==> src/rtl/qdc_pkg.sv <==
package qdc_pkg;
   // ==========================================
   // Word layout
   localparam int unsigned WORD_W       = 24;
   localparam int unsigned DATA_W       = 16;
   localparam int unsigned NUM_CH       = 4;
   localparam int unsigned BIT_RSVD     = 23;
   localparam int unsigned BIT_BYTEMODE = 22;
   localparam int unsigned CMD_HI       = 21;
   localparam int unsigned CMD_LO       = 19;
   localparam int unsigned SEL_HI       = 18;
   localparam int unsigned SEL_LO       = 16;
   // ==========================================
   // Addresses and reset values
   localparam logic [6:0]  BCAST_ADDR   = 7'h08;
   localparam logic [15:0] CODE_RESET   = 16'h0000;
   localparam logic [3:0]  MASK_RESET   = 4'h0;
   localparam logic [1:0]  PD_RESET     = 2'h0;
   // ==========================================
   // Commands
   typedef enum logic [2:0] {
      QDC_CMD_WRITE_IN    = 3'h0,
      QDC_CMD_UPDATE_OUT  = 3'h1,
      QDC_CMD_WRITE_ALL   = 3'h2,
      QDC_CMD_WRITE_UPD   = 3'h3,
      QDC_CMD_POWER       = 3'h4,
      QDC_CMD_RESET       = 3'h5,
      QDC_CMD_LOAD_MASK   = 3'h6,
      QDC_CMD_REFERENCE   = 3'h7
   } qdc_cmd_t;
   localparam logic [2:0] SEL_ALL = 3'h7;
endpackage

==> src/rtl/qdc_top.sv <==
module qdc_top (
   input  wire logic         clk_i,
   input  wire logic         rst_n_i,
   input  wire logic         start_i,
   input  wire logic         stop_i,
   input  wire logic         byte_valid_i,
   input  wire logic [7:0]   byte_i,
   input  wire logic [6:0]   own_addr_i,
   input  wire logic         load_outputs_n_i,
   output logic              ack_o,
   output logic [63:0]       dac_code_o,
   output logic [63:0]       input_code_o,
   output logic [3:0]        load_mask_o,
   output logic [7:0]        power_mode_o,
   output logic              reference_on_o,
   output logic              soft_reset_o,
   output logic [2:0]        last_cmd_o
);
   // ==========================================
   // Frame sequencer states
   typedef enum logic [4:0] {
      QDC_IDLE  = 5'b00001,
      QDC_CMD   = 5'b00010,
      QDC_HIGH  = 5'b00100,
      QDC_LOW   = 5'b01000,
      QDC_SKIP  = 5'b10000
   } qdc_state_t;

   qdc_state_t  state_q;
   logic [7:0]  cmd_q;
   logic [7:0]  high_q;
   logic        block_done;
   logic [23:0] word;
   logic [2:0]  cmd;
   logic [2:0]  sel;
   logic [3:0]  sel_mask;
   logic        addr_hit;
   logic [3:0]  wr_vec;
   logic [3:0]  upd_vec;
   logic [3:0]  fresh_vec;
   logic        load_low;

   // ==========================================
   // Address match, own or broadcast, writes only
   assign addr_hit = !byte_i[0] &&
                     ((byte_i[7:1] == own_addr_i) ||
                      (byte_i[7:1] == qdc_pkg::BCAST_ADDR));

   // Acknowledge for each accepted byte
   assign ack_o = byte_valid_i && !stop_i && !start_i &&
                  ((state_q == QDC_IDLE) ? addr_hit : (state_q != QDC_SKIP));

   // Sequencer: address, command, high, low, then repeat
   always_ff @(posedge clk_i) begin
      if (!rst_n_i) begin
         state_q <= QDC_IDLE;
      end else if (stop_i) begin
         state_q <= QDC_IDLE;
      end else if (start_i) begin
         state_q <= QDC_IDLE;
      end else if (byte_valid_i) begin
         case (state_q)
            QDC_IDLE: begin
               state_q <= addr_hit ? QDC_CMD : QDC_SKIP;
            end
            QDC_CMD: begin
               state_q <= QDC_HIGH;
            end
            QDC_HIGH: begin
               state_q <= QDC_LOW;
            end
            QDC_LOW: begin
               if (cmd_q[qdc_pkg::BIT_BYTEMODE - 16]) begin
                  state_q <= QDC_HIGH;
               end else begin
                  state_q <= QDC_CMD;
               end
            end
            QDC_SKIP: begin
               state_q <= QDC_SKIP;
            end
            default: begin
               state_q <= QDC_IDLE;
            end
         endcase
      end
   end

   // Command byte capture, kept for byte-mode reuse
   always_ff @(posedge clk_i) begin
      if (!rst_n_i) begin
         cmd_q <= 8'h00;
      end else if (byte_valid_i && !stop_i && !start_i && state_q == QDC_CMD) begin
         cmd_q <= byte_i;
      end
   end

   // High data byte capture
   always_ff @(posedge clk_i) begin
      if (!rst_n_i) begin
         high_q <= 8'h00;
      end else if (byte_valid_i && !stop_i && !start_i && state_q == QDC_HIGH) begin
         high_q <= byte_i;
      end
   end

   // ==========================================
   // Word assembly and decode on last byte of block
   assign block_done = byte_valid_i && !stop_i && !start_i &&
                       (state_q == QDC_LOW);
   assign word = {cmd_q, high_q, byte_i};
   assign cmd  = word[qdc_pkg::CMD_HI:qdc_pkg::CMD_LO];
   assign sel  = word[qdc_pkg::SEL_HI:qdc_pkg::SEL_LO];

   // Channel select decode
   always_comb begin
      sel_mask = 4'h0;
      case (sel)
         3'h0: sel_mask = 4'h1;
         3'h1: sel_mask = 4'h2;
         3'h2: sel_mask = 4'h4;
         3'h3: sel_mask = 4'h8;
         qdc_pkg::SEL_ALL: sel_mask = 4'hf;
         default: sel_mask = 4'h0;
      endcase
   end

   // Per-channel write and forced update strobes
   always_comb begin
      wr_vec  = 4'h0;
      upd_vec = 4'h0;
      if (block_done) begin
         case (cmd)
            qdc_pkg::QDC_CMD_WRITE_IN: begin
               wr_vec = sel_mask;
            end
            qdc_pkg::QDC_CMD_UPDATE_OUT: begin
               upd_vec = sel_mask;
            end
            qdc_pkg::QDC_CMD_WRITE_ALL: begin
               wr_vec  = sel_mask;
               upd_vec = 4'hf;
            end
            qdc_pkg::QDC_CMD_WRITE_UPD: begin
               wr_vec  = sel_mask;
               upd_vec = sel_mask;
            end
            default: begin
               wr_vec  = 4'h0;
               upd_vec = 4'h0;
            end
         endcase
      end
   end

   // Load pin low; the channel mask is ORed in at each channel
   assign load_low = !load_outputs_n_i;

   // ==========================================
   // Channel banks
   genvar g;
   generate
      for (g = 0; g < 4; g++) begin : g_ch
         qdc_chan u_chan (
            .clk_i   (clk_i),
            .rst_n_i (rst_n_i && !soft_reset_o),
            .wr_i    (wr_vec[g]),
            .code_i  (word[15:0]),
            .upd_i   (upd_vec[g]),
            .load_i  (load_low || load_mask_o[g]),
            .in_o    (input_code_o[g*16 +: 16]),
            .out_o   (dac_code_o[g*16 +: 16]),
            .fresh_o (fresh_vec[g])
         );
      end
   endgenerate

   // ==========================================
   // Special command registers
   always_ff @(posedge clk_i) begin
      if (!rst_n_i) begin
         load_mask_o <= qdc_pkg::MASK_RESET;
      end else if (block_done && cmd == qdc_pkg::QDC_CMD_LOAD_MASK) begin
         load_mask_o <= word[3:0];
      end
   end

   // Power mode per channel, two bits each
   always_ff @(posedge clk_i) begin
      if (!rst_n_i) begin
         power_mode_o <= 8'h00;
      end else if (block_done && cmd == qdc_pkg::QDC_CMD_POWER) begin
         for (int i = 0; i < 4; i++) begin
            if (word[i]) begin
               power_mode_o[i*2 +: 2] <= word[5:4];
            end
         end
      end
   end

   // Reference enable
   always_ff @(posedge clk_i) begin
      if (!rst_n_i) begin
         reference_on_o <= 1'b0;
      end else if (block_done && cmd == qdc_pkg::QDC_CMD_REFERENCE) begin
         reference_on_o <= word[0];
      end
   end

   // Software reset pulse, one cycle
   always_ff @(posedge clk_i) begin
      if (!rst_n_i) begin
         soft_reset_o <= 1'b0;
      end else begin
         soft_reset_o <= block_done && (cmd == qdc_pkg::QDC_CMD_RESET);
      end
   end

   // Last executed command
   always_ff @(posedge clk_i) begin
      if (!rst_n_i) begin
         last_cmd_o <= 3'h0;
      end else if (block_done) begin
         last_cmd_o <= cmd;
      end
   end
endmodule

==> src/rtl/qdc_chan.sv <==
module qdc_chan (
   input  wire logic        clk_i,
   input  wire logic        rst_n_i,
   input  wire logic        wr_i,
   input  wire logic [15:0] code_i,
   input  wire logic        upd_i,
   input  wire logic        load_i,
   output logic [15:0]      in_o,
   output logic [15:0]      out_o,
   output logic             fresh_o
);
   // ==========================================
   // Input register, written on finished block
   always_ff @(posedge clk_i) begin
      if (!rst_n_i) begin
         in_o <= qdc_pkg::CODE_RESET;
      end else if (wr_i) begin
         in_o <= code_i;
      end
   end

   // Fresh flag: set by write wins over clear by update
   always_ff @(posedge clk_i) begin
      if (!rst_n_i) begin
         fresh_o <= 1'b0;
      end else if (wr_i) begin
         fresh_o <= 1'b1;
      end else if (upd_i || (load_i && fresh_o)) begin
         fresh_o <= 1'b0;
      end
   end

   // Output register: forced update, or load pin while fresh
   always_ff @(posedge clk_i) begin
      if (!rst_n_i) begin
         out_o <= qdc_pkg::CODE_RESET;
      end else if (wr_i && upd_i) begin
         out_o <= code_i;
      end else if (upd_i || (load_i && fresh_o)) begin
         out_o <= in_o;
      end
   end
endmodule

==> config.mk <==
export PLATFORM = sky130hd
export DESIGN_NAME = qdc_top
export DESIGN_NICKNAME = d
export VERILOG_FILES = /design/src/rtl/qdc_pkg.sv /design/src/rtl/qdc_top.sv /design/src/rtl/qdc_chan.sv
export SDC_FILE = /design/constraint.sdc
export NUM_CORES = 1
export LEC_CHECK = 0
export ABC_AREA = 1
export BUFFER_PORTS_ARGS = -buffer_cell sky130_fd_sc_hd__buf_2
export CAP_MARGIN = 20
export CELL_PAD_IN_SITES_DETAIL_PLACEMENT = 1
export CELL_PAD_IN_SITES_GLOBAL_PLACEMENT = 1
export CORE_MARGIN = 2
export CORE_UTILIZATION = 38
export DETAILED_ROUTE_END_ITERATION = 16
export GPL_TIMING_DRIVEN = 0
export PLACE_DENSITY_LB_ADDON = 0.25
export SETUP_SLACK_MARGIN = 0.02
export SYNTH_ARGS = -nofsm -noshare
export SYNTH_HDL_FRONTEND = slang
export SYNTH_SLANG_ARGS = --single-unit
export TNS_END_PERCENT = 50
==> constraint.sdc <==
create_clock -name clk_i -period 2.5 [get_ports clk_i]
set_clock_uncertainty 0.2 [all_clocks]
set_input_delay 0 -clock clk_i [delete_from_list [all_inputs] [get_ports clk_i]]
set_output_delay 0 -clock clk_i [all_outputs]
set_load 0.005 [all_outputs]
Yosys cells after proc, flatten, opt, wreduce, memory -nomap -nowiden
Index checks and enable logic that the tools add are counted.
Word-level totals
  logic and storage cells: 119
  output and inout bits: 146
  input bits: 21
  flip-flop bits (word level): 169
Cells by class
  bitwise operators: 1
  multiplexer cells: 25
  reduce and logical (&&, ||, !) cells: 51
  eq/ne operators: 19
Operator list (number)
  16-bit 2-to-1 mux: 8
  5-bit one-hot mux with 5 select lines: 1
  1-bit logical AND: 20
  4-bit one-hot mux with 5 select lines: 1
  2-bit nonzero test: 8
  3-bit == test (second input constant): 5
  3-bit by 2-bit == test with 1-bit output (second input constant): 4
  4-bit 2-to-1 mux: 3
  1-bit logical OR: 9
  1-bit 2-to-1 mux: 9
  4-bit one-hot mux with 2 select lines: 1
  2-bit AND reduction: 4
  7-bit by 4-bit == test with 1-bit output (second input constant): 1
  7-bit == test: 1
  3-bit by 1-bit == test with 1-bit output (second input constant): 2
  3-bit zero test: 2
  3-bit OR reduction: 2
  5-bit by 1-bit == test with 1-bit output (second input constant): 1
  5-bit by 2-bit == test with 1-bit output (second input constant): 1
  5-bit by 3-bit == test with 1-bit output (second input constant): 1
  5-bit by 4-bit == test with 1-bit output (second input constant): 1
  5-bit == test (second input constant): 1
  1-bit zero test: 5
  5-bit 2-to-1 mux: 1
  other kinds (4): 4

Logic depth before layout (Yosys ltp)
Gate-level depths: netlist (run 1).
  depth after elaboration: 8
  depth in mapped cells: 14

Modules after synthesis
From an unflattened synthesis (run 1), not the netlist that was laid out.
Unflattened totals
  cell total of the unflattened synthesis: 1115
  area total of the unflattened synthesis: 8446.9 sq um
Modules (own cells, without submodules)
  qdc_chan: times used 4, cells each 216, sequential area each 660.6 sq um, area an instance 1670.4 sq um
  qdc_top: times used 1, cells each 251, sequential area each 740.7 sq um, area an instance 1765.4 sq um

Worst setup path before layout (run 1)
OpenSTA, ideal clock, no wires.
  path kind: flip-flop to flip-flop
  from: reg cmd_q[5]
  to: reg g_ch[0].u_chan.out_o[11]
  path slack: 717 ps
  path buffers: 1
  arrival: 1472 ps
  required time: 2189 ps
  clock period less this slack: 1783 ps
  cell stages (with the launch flop): 10
  cells stage by stage: dfxtp_1 clkinv_1 nand3_1 o21ai_2 nand2_1 nand2_2 buf_4 or2_1 nand3_1 inv_1
On the way
  word-level cells in the longest chain between the ends: 6
  elaborated cells between the ends (all ways): 14
  those cells by class: eq/ne (3); mux (5); reduce/logical (6)
Ends and longest elaborated chain
  from (decl): line qdc_top.sv:30  | logic [7:0] cmd_q;
  from (signal assigned): line qdc_top.sv:94  | cmd_q <= byte_i;
  3-bit by 2-bit == test with 1-bit output, or another cell as far along: line qdc_top.sv:133  | case (cmd)
  2-bit OR reduction (no line) / 3-bit OR reduction (equally long branches)
  4-bit one-hot mux with 2 select lines / 4-bit 2-to-1 mux (equally long branches): line qdc_top.sv:133
  4-bit 2-to-1 mux: line qdc_top.sv:132  | if (block_done) begin
  1-bit logical AND / 1-bit logical OR (equally long branches): line qdc_chan.sv:37, qdc_chan.sv:39
  16-bit 2-to-1 mux / 2-bit nonzero test (equally long branches)
  to (signal assigned): line qdc_chan.sv:36  | out_o <= qdc_pkg::CODE_RESET;
  to (signal assigned): line qdc_chan.sv:38  | out_o <= code_i;
  to (signal assigned): line qdc_chan.sv:40  | out_o <= in_o;
  to (decl): line qdc_chan.sv:9  | output logic [15:0] out_o,
Several ways; a longest one is shown, not always the timed one.
A chain may end at the register's enable or synchronous reset.

Final worst setup path (run 1)
  from: in byte_i[3]
  to: out ack_o
On the way
  word-level cells in the longest chain between the ends: 5
  elaborated cells between the ends (all ways): 6
  those cells by class: eq/ne (2); mux (1); reduce/logical (3)
Ends and longest elaborated chain
  from (decl): line qdc_top.sv:7  | input wire logic [7:0] byte_i,
  7-bit == test / 7-bit by 4-bit == test with 1-bit output (equally long branches): line qdc_top.sv:46, qdc_top.sv:47
  1-bit logical OR *: line qdc_top.sv:46  | ((byte_i[7:1] == own_addr_i) ||
  1-bit logical AND *: line qdc_top.sv:45  | assign addr_hit = !byte_i[0] &&
  1-bit 2-to-1 mux *: line qdc_top.sv:51  | ((state_q == QDC_IDLE) ? addr_hit : (state_q != QDC_SKIP));
  1-bit logical AND *: line qdc_top.sv:50  | assign ack_o = byte_valid_i && !stop_i && !start_i &&
  to (decl): line qdc_top.sv:10  | output logic ack_o,
Every way passes the cells marked *; elsewhere a longest branch is shown, timed or not.

==> metrics, run 1 <==
hold path depth 8; Die X 143 um; Hold EP state_q[1]; Crit path max-delay family buffers and inverters; CP bufs+invs 4; CTS tree built; Final Max Slew Viols 0; sequential share of the synthesized area a little under half; Reg-to-Reg End power_mode_o[7]; total number of yosys warnings 0; syn_nets 1,050; Vias/cell between 5 and 6; ranking of synthesized cells by area dfxtp_1, nand2_1, o21ai_0; initial DRC count 432; CP endpoint kind output pin; prevailing post-synth register cell dfxtp_1; register area roughly 3400 sq um; GRT Util Overall 26.2%; IO Pins 167; die area between 20,000 and 25,000 sq um; area grow syn2layout 26.7%; r2r setup slk roughly 150 ps; Worst Max-Slew Pin Slew approximately 860 ps; die height 143 um; initial antenna violation count 1; Max VDD drop approximately 420 uV; core area between 15,000 and 20,000 sq um; CP Data Required Time 2300 ps; Hold Path Class input port to flip-flop; Power Total 5.61 mW; final setup fails 0; Clock transition at path regs 60 ps; crit-path max FO 8; Final Wtd Congestion 0.868; worst hold path startpoint own_addr_i[6]; dpl cells 1,453; Tcrit/Tclk final 98.9%; synthesized flop and latch total 169; Worst R2R Path Depth 7; outcome finished, final reports clean; largest net degree at the start of global routing 17; CTS H-tree lvls 4; max_slew headroom 42.7%; diode count 0; Setup CP Type input port to output pin; Clk Latency, worst-skew pair 430 ps; final wirelength 26.7 mm; worst hold slack about 120 ps; # fillers roughly 2,500; share of cells above drive strength 1 21.7%; crit path cell chain dlygate4sd3_1 > buf_2 > inv_1 > nand2_1 > nand2_1 > nor2_1 > nand2_1 > o21bai_1 > nand3_1 > a21oi_1 > buf_2; area share of the largest cell type after synthesis 46.0%; fin util 49.5%; Post-Layout Cell Count 1,505; asr flop ratio synth 0%; footprint of the multi-input gates approximately 3200 sq um; Leakage 4.62 nW; worst-path cell with the longest stage delay dlygate4sd3_1; Yosys cell types 35; I/O Buffers 164; Startpoint Class input port; root buf cell clkbuf_16; Worst path max stage delay 510 ps; Cells after Synth 1,029; Initial Util about two fifths; detailed-route DRC error count 0; data arrival time of the worst path 2270 ps; reg2reg start cmd_q[5]; Yosys top cell by area dfxtp_1; final hold vios 0; most used cell along the critical path nand2_1; Routed Antenna Nets 0; Placement Rows 50; first-pass GRT wire length roughly 40 mm; CTS Buffer Depth 2; Cell Area, Synth 7350 sq um; cts bufs inserted 17; Place WS 291 ps; vias in the first global route 7,468; Power Dens Cells between 600 and 700 nW/um^2; Avg Inst Size Synth 7.15 sq um; vias post-DR 7,661; GRT Residual Overflow 0; DP HPWL between 15 and 20 mm; TritonCTS Sinks 169; RSZ-0062 raised after global routing true; DRT Pass-1 Iters 5; # nets final 1,254; max-cap viol count 0; worst setup margin 27.0 ps; Post-synth EDFFs 0; post-layout min period 2470 ps; Max Clk Rate 0.404 GHz; routed len/inst roughly 18 um
cell usage in the layout, fill, tap and decap left out, drive strengths merged, types with 3 or more instances in the layout:
cell type	synthesis	layout
or2	14	14
clkbuf	28	47
dlygate4sd3	0	18
nand2	233	233
a21oi	80	80
bufinv	0	3
nand3	69	69
o21bai	12	12
a211oi	13	13
buf	29	196
clkinvlp	0	5
nor2	82	82
clkinv	9	14
dfxtp	169	169
o21ai	143	143
o211ai	3	3
nor3	4	4
inv	134	133
nand4	5	5
routing by layer:
metal | vias up | global-route usage, % | routed length [um]
li1 | 3703 | - | -
met1 | 3700 | 35.6 | 12300
met2 | 213 | 41.9 | 12200
met3 | 45 | 5.20 | 1530
met4 | 0 | 8.39 | 648
met5 | - | 0 | 0
cell type report:
type,instances,area share [%]
multi-input combinational,660,33.8
timing repair buffer,186,11.1
tap,260,3.49
sequential,169,36.3
clock buffer,19,4.75
clock inverter,12,1.61
inverter,143,5.91
buffer,56,3.01
cell usage after synthesis (4+ instances only):
cell      number
o21ai_2        5
buf_2         20
nand2_2        7
a21oi_1       80
nand2_1      221
nand4_1        5
o21ai_0      116
nor3_1         4
clkbuf_1      27
clkinv_1       7
nor2_1        76
inv_1        131
nand3_1       67
nand2_4        5
or2_2          9
a211oi_1      13
buf_4          5
or2_1          5
dfxtp_1      169
o21bai_1      12
o21ai_1       21
where the power goes:
group	internal, mW	leakage (nW)	switching (mW)
Combinational	0.0569	2.98	0.147
Clock	1.59	0.285	1.12
Sequential	2.69	1.36	0.00129
cell families (layout without fill, tap and decap cells):
logic type	Yosys count	count (layout)	synth area share, %
AOI/OAI and AO/OA	251	251	18.4
xor gates and xnor gates	1	1	0.119
DFF	169	169	46.0
buffers and inverters	200	416	11.2
and+or+nand+nor	408	408	24.2
worst min-delay path: cells and delay by family:
kind | cells | cell delay [ps]
xor gates and xnor gates | 1 | 80
AOI/OAI and AO/OA | 2 | 220
and+or+nand+nor | 4 | 310
buffers and inverters | 1 | 80
worst max path at each step:
stage,slack (ps),depth (start not counted),to,from
finish,30,11,ack_o,byte_i[3]
global route,-60,11,ack_o,byte_i[3]
CTS,30,10,ack_o,byte_i[4]
detailed placement,290,8,g_ch[3].u_chan.out_o[15],cmd_q[4]
global placement,320,8,g_ch[3].u_chan.out_o[15],cmd_q[4]
floorplan,720,9,g_ch[0].u_chan.out_o[11],cmd_q[5]
sequential cells by signal, summed over array words and instances (netlist names):
name	flops
last_cmd_o	3
cmd_q	7
reference_on_o	1
g_ch.u_chan.fresh_o	4
load_mask_o	4
g_ch.u_chan.out_o	64
g_ch.u_chan.in_o	64
state_q	5
high_q	8
soft_reset_o	1
power_mode_o	8
what timing repair did:
action	in CTS	in global routing
hold buffers	18	0
endpoints found under the setup margin	0	2
hold endpoints to repair	60	0
resized for setup	0	4
setup buffers	0	4
through the flow:
| stage | setup TNS [ps] | cell area, sq um |
|---|---|---|
| after global placement | 0 | 8500 |
| after floorplan | 0 | 7350 |
| after global routing | -59.0 | 9320 |
| after CTS | 0 | 9270 |
| after detailed placement | 0 | 8500 |
| final | 0 | 9320 |
Power figures use the tool's default switching activity.
==> run 2, diff against run 1 <==
--- a/config.mk
+++ b/config.mk
@@ -14,7 +14,7 @@
 export CORE_UTILIZATION = 38
 export DETAILED_ROUTE_END_ITERATION = 16
 export GPL_TIMING_DRIVEN = 0
-export PLACE_DENSITY_LB_ADDON = 0.25
+export PLACE_DENSITY_LB_ADDON = 0.1
 export SETUP_SLACK_MARGIN = 0.02
 export SYNTH_ARGS = -nofsm -noshare
 export SYNTH_HDL_FRONTEND = slang
==> metrics, run 2 (same netlist as run 1, synthesis figures left out) <==
outcome finished, final reports clean; Final Wtd Congestion ~0.88; Routed Antenna Nets 0; vias in the first global route 7,270; Post-Layout Cell Count roughly 1,500; routed len/inst 17.6 um; # fillers 2,461; Net Switching approximately 1.3 mW; final setup fails 0; first-pass GRT wire length 40.4 mm; share of cells above drive strength 1 a little over a fifth; data arrival time of the worst path 2510 ps; initial antenna violation count 0; max-cap viol count 0; Reg-to-Reg End g_ch[3].u_chan.in_o[14]; sequential power share 46.3%; IO Pins 167; CTS tree built; diode count 0; core area 18,800 sq um; Worst R2R Path Depth 5; DP HPWL 18.7 mm; most used cell along the critical path clkbuf_1; CP Data Required Time 2660 ps; initial DRC count approximately 370; most frequent cells in the layout nand2_1, buf_2, dfxtp_1; Clk Latency, worst-skew pair 430 ps; Clock Power Share 50.2%; Leakage about 4.6 nW; Tcrit/Tclk final 94.0%; crit path cell chain dlygate4sd3_1 > buf_2 > inv_1 > nor2_1 > clkbuf_1 > clkbuf_1 > o21ai_0 > a21oi_1; TritonCTS Sinks 169; r2r setup slk around 200 ps; I/O Buffers 164; CTS Buffer Depth 2; Die X around 140 um; die height 143 um; dpl cells 1,453; Setup CP Type input port to flip-flop; GRT Util Overall about 26%; cts bufs inserted 17; Power Total 5.82 mW; largest registers g_ch.u_chan.in_o (64), g_ch.u_chan.out_o (64); CP endpoint kind flip-flop; max_slew headroom 42.6%; Initial Util 39.1%; final hold vios 0; Power Dens Cells 622 nW/um^2; Sum Neg Setup Slack 0 ps; RSZ-0062 raised after global routing true; Comb pwr share 3.5%; # nets final 1,253; P_int 4.55 mW; DRT Pass-1 Iters 5; worst-path cell with the longest stage delay dlygate4sd3_1; commonest non-fill, non-tap cell in the layout nand2_1; Max Clk Rate approximately 0.43 GHz; die area 20,500 sq um; switching share of power 21.8%; crit path launch rst_n_i; GRT Residual Overflow 0; crit path capture g_ch[3].u_chan.in_o[14]; Startpoint Class input port; detailed-route DRC error count 0; Worst path max stage delay around 530 ps; Hold Path Class input port to flip-flop; CTS H-tree lvls 4; Placement Rows 50; Final Max Slew Viols 0; Clock transition at path regs ~60 ps; root buf cell clkbuf_16; post-layout min period approximately 2300 ps; final wirelength 26.4 mm; area grow syn2layout 27.2%; reg2reg start soft_reset_o; crit-path max FO 10; Vias/cell 5.00; Max VDD drop roughly 450 uV; vias post-DR roughly 7,500; largest net degree at the start of global routing 17; Worst Max-Slew Pin Slew 861 ps
run 2: cell types whose count changed in the layout (fill, tap and decap cells not counted), sizes merged:
cell    change
clkbuf      +2
bufinv      +2
clkinv      -2
buf         -1
inv         -1
run 2: layout make-up:
type | count | area, sq um | area share (%)
repair buffers | 184 | 1020 | 10.9
flip-flops and latches | 169 | 3380 | 36.2
clock inverters | 11 | 195 | 2.09
inverters | 143 | 551 | 5.88
well taps | 260 | 325 | 3.48
plain buffers | 57 | 282 | 3.01
multi-input cells | 660 | 3160 | 33.7
clock buffers | 21 | 450 | 4.81
run 2: critical path: cells and delay by family:
kind	cells	cell delay (ps)
compound gates	2	390
buf+inv	5	1710
simple gates	1	410
run 2: repair_timing:
item,in CTS,in global routing
hold buffers,18,0
buffers inserted,0,2
resized for setup,0,4
endpoints found under the setup margin,0,2
endpoints found under the hold margin,64,0
run 2: worst min-delay path by stage:
stage | to | slack, ps | cells past startpoint | start
finish | state_q[1] | 30 | 8 | own_addr_i[6]
detailed placement | state_q[3] | 70 | 2 | byte_valid_i
global placement | state_q[3] | 60 | 2 | byte_valid_i
CTS | state_q[1] | 70 | 8 | own_addr_i[6]
global route | state_q[1] | 130 | 8 | own_addr_i[6]
floorplan | state_q[3] | -110 | 1 | byte_valid_i
run 2: power groups by stage:
stage	Combinational (mW)	Sequential [mW]	Clock (mW)
after global placement	0.174	2.76	0
final	0.205	2.69	2.93
after floorplan	0.0840	2.75	0
after global routing	0.220	2.69	3.08
after detailed placement	0.175	2.76	0
after CTS	0.197	2.69	2.95
run 2: per-layer routing:
layer  global-route usage [%]  routed length [um]  vias up
met5                        0                   0        -
met4                     6.72                 385        0
met3                     4.36                1340       27
met2                     43.0               12400      184
met1                     35.1               12300     3623
li1                         -                   -     3686
run 2: through the flow:
step / util [%] / setup WS (ps) / cell area (sq um) / hold WS (ps)
6_report: 49.7 / 151 / 9360 / 31.9
5_1_grt: 49.7 / 7.19 / 9360 / 132
4_1_cts: 49.5 / 48.3 / 9330 / 71.4
3_5_place_dp: 45.1 / 264 / 8500 / 65.3
3_3_place_gp: 45.1 / 296 / 8500 / 58.3
2_1_floorplan: - / 717 / 7350 / -107
==> run 3, diff against run 2 <==
--- a/config.mk
+++ b/config.mk
@@ -5,13 +5,12 @@
 export SDC_FILE = /design/constraint.sdc
 export NUM_CORES = 1
 export LEC_CHECK = 0
-export ABC_AREA = 1
 export BUFFER_PORTS_ARGS = -buffer_cell sky130_fd_sc_hd__buf_2
 export CAP_MARGIN = 20
 export CELL_PAD_IN_SITES_DETAIL_PLACEMENT = 1
 export CELL_PAD_IN_SITES_GLOBAL_PLACEMENT = 1
 export CORE_MARGIN = 2
-export CORE_UTILIZATION = 38
+export CORE_UTILIZATION = 40
 export DETAILED_ROUTE_END_ITERATION = 16
 export GPL_TIMING_DRIVEN = 0
 export PLACE_DENSITY_LB_ADDON = 0.1
==> metrics, run 3 <==
crit-path max FO 5; TritonCTS Sinks 169; final wirelength 26.0 mm; Tcrit/Tclk final 102%; outcome finished with violations; switching share of power 22.3%; Die X around 140 um; Yosys top cell by area dfxtp_1; die area roughly 19,000 sq um; die height 137 um; initial antenna violation count 0; largest registers g_ch.u_chan.in_o (64), g_ch.u_chan.out_o (64); vias in the first global route 7,004; CP Data Required Time 2600 ps; Routed Antenna Nets 0; Worst Max-Slew Pin Slew 820 ps; P_int 4.27 mW; GRT Residual Overflow 0; fin util 55.0%; synthesized flop and latch total 169; cts bufs inserted 17; GRT Util Overall 27.7%; asr flop ratio synth 0%; r2r setup slk -40 ps; max_slew headroom 45.3%; root buf cell clkbuf_16; Post-synth EDFFs 0; Power Dens Cells 580 nW/um^2; Clock Power Share between 40% and 50%; RSZ-0062 raised after global routing true; Final Wtd Congestion approximately 0.86; Placement Rows 48; worst hold slack 154 ps; violated checks setup timing; area share of the largest cell type after synthesis between 40% and 50%; max-cap viol count 0; Clk Latency, worst-skew pair 430 ps; CTS tree built; Cell Area, Synth 7050 sq um; Final Max Slew Viols 0; # nets final about 1,100; data arrival time of the worst path ~2600 ps; initial DRC count 424; Clock transition at path regs 60 ps; Initial Util 40.9%; ranking of synthesized cells by area dfxtp_1, mux2i_1, nand2_1; area grow syn2layout 34.5%; Max VDD drop 490 uV; final hold vios 0; Max Clk Rate 0.394 GHz; Final Cell Area 9480 sq um; Cells after Synth 820; DRT Pass-1 Iters 5; Vias/cell 5.47; CTS Buffer Depth 2; vias post-DR 6,963; worst setup margin -37.8 ps; Setup CP Type flip-flop to flip-flop; diode count 0; IO Pins 167; routed len/inst ~20 um; commonest non-fill, non-tap cell in the layout buf_2; largest net degree at the start of global routing 17; first-pass GRT wire length 39.0 mm; core area 17,200 sq um; synth cell count leaders dfxtp_1, nand2_1, a21oi_1; Hold Path Class input port to flip-flop; Leakage 4.06 nW; share of cells above drive strength 1 between 20 and 30%; CTS H-tree lvls 4; Comb pwr share roughly 3.4%; placed instance area 8150 sq um; prevailing post-synth register cell dfxtp_1; DP HPWL 17.0 mm; sequential power share between 40% and 50%; Avg Inst Size Synth roughly 8.6 sq um; count leader, synth dfxtp_1; Yosys cell types between 40 and 50; total number of yosys warnings 0; syn_nets around 840; final setup fails 10; detailed-route DRC error count 0; Startpoint Class flip-flop; Place WS -526 ps; CP endpoint kind flip-flop; most frequent cells in the layout buf_2, dfxtp_1, nand2_1; Net Switching 1.22 mW; I/O Buffers about 160; post-layout min period 2540 ps; sequential share of the synthesized area a little under half
run 3: cell count changes after synthesis, moves of 45 or more:
cell and delta:
inv_1 -126, mux2i_1 +70, nand2_1 -60, nand3_1 -45, nor2_1 -56, o21ai_0 -66
run 3: power by group through the flow:
| stage | Sequential (mW) | Clock (mW) | Combinational [mW] |
|---|---|---|---|
| floorplan | 2.75 | 0 | 0.0835 |
| global placement | 2.75 | 0 | 0.159 |
| detailed placement | 2.75 | 0 | 0.160 |
| CTS | 2.69 | 2.64 | 0.179 |
| global route | 2.69 | 2.76 | 0.199 |
| finish | 2.69 | 2.62 | 0.187 |
run 3: per-layer routing:
metal | track usage [%] | up-vias | share of wire (%)
li1 | - | 3262 | -
met1 | 37.8 | 3453 | 46
met2 | 44.5 | 219 | 47
met3 | 4.07 | 29 | 5.4
met4 | 10.1 | 0 | 2.1
met5 | 0 | - | 0
run 3: worst max-delay path: stages, from the launching register on:
cell     delay [ps]
dfxtp_4         360
or4b_4          530
or3_4           440
buf_12          160
nor3_4          140
buf_12          150
buf_12          130
mux2i_2         220
a21oi_2          80
run 3: timing repair:
item	in CTS	in global routing
pin swaps	24	30
hold buffers	19	0
gates resized for setup	61	74
setup endpoints to repair	124	108
buffers inserted	11	4
hold endpoints to repair	37	0
cloned	2	2
run 3: worst paths after layout:
kind                      startpoint                 endpoint  cells past startpoint
min reg2reg  g_ch[1].u_chan.in_o[11]  g_ch[1].u_chan.in_o[11]                      2
min                     byte_valid_i   g_ch[0].u_chan.in_o[1]                      7
max reg2reg               state_q[2]  g_ch[2].u_chan.out_o[6]                      8
max                       state_q[2]  g_ch[2].u_chan.out_o[6]                      8
run 3: cells by family (layout without fill, tap and decap cells):
group / Yosys count / count (layout) / synth area share (%)
AND/OR/NAND/NOR: 276 / 276 / 18.4
flip-flops: 169 / 169 / 48.0
multiplexers: 70 / 70 / 9.94
XOR/XNOR: 10 / 10 / 1.24
buffers and inverters: 79 / 305 / 5.06
AO/OA/AOI/OAI: 216 / 217 / 17.4
run 3: layout make-up:
class	count	area (sq um)
Inverter	5	18.8
Timing Repair Buffer	200	1220
Sequential cell	169	3390
Fill cell	2052	7750
Multi-Input combinational cell	573	3580
Tap cell	225	282
Buffer	69	422
Clock buffer	25	475
Clock inverter	6	91.3
run 3: stage by stage:
| stage | total power [mW] | setup TNS (ps) | std cells |
|---|---|---|---|
| after detailed placement | 2.91 | -30720 | 1208 |
| after floorplan | 2.84 | -280 | 820 |
| after global placement | 2.91 | -26900 | 1208 |
| after CTS | 5.51 | -1400 | 1267 |
| final | 5.50 | -111 | 1272 |
| after global routing | 5.65 | -1390 | 1272 |
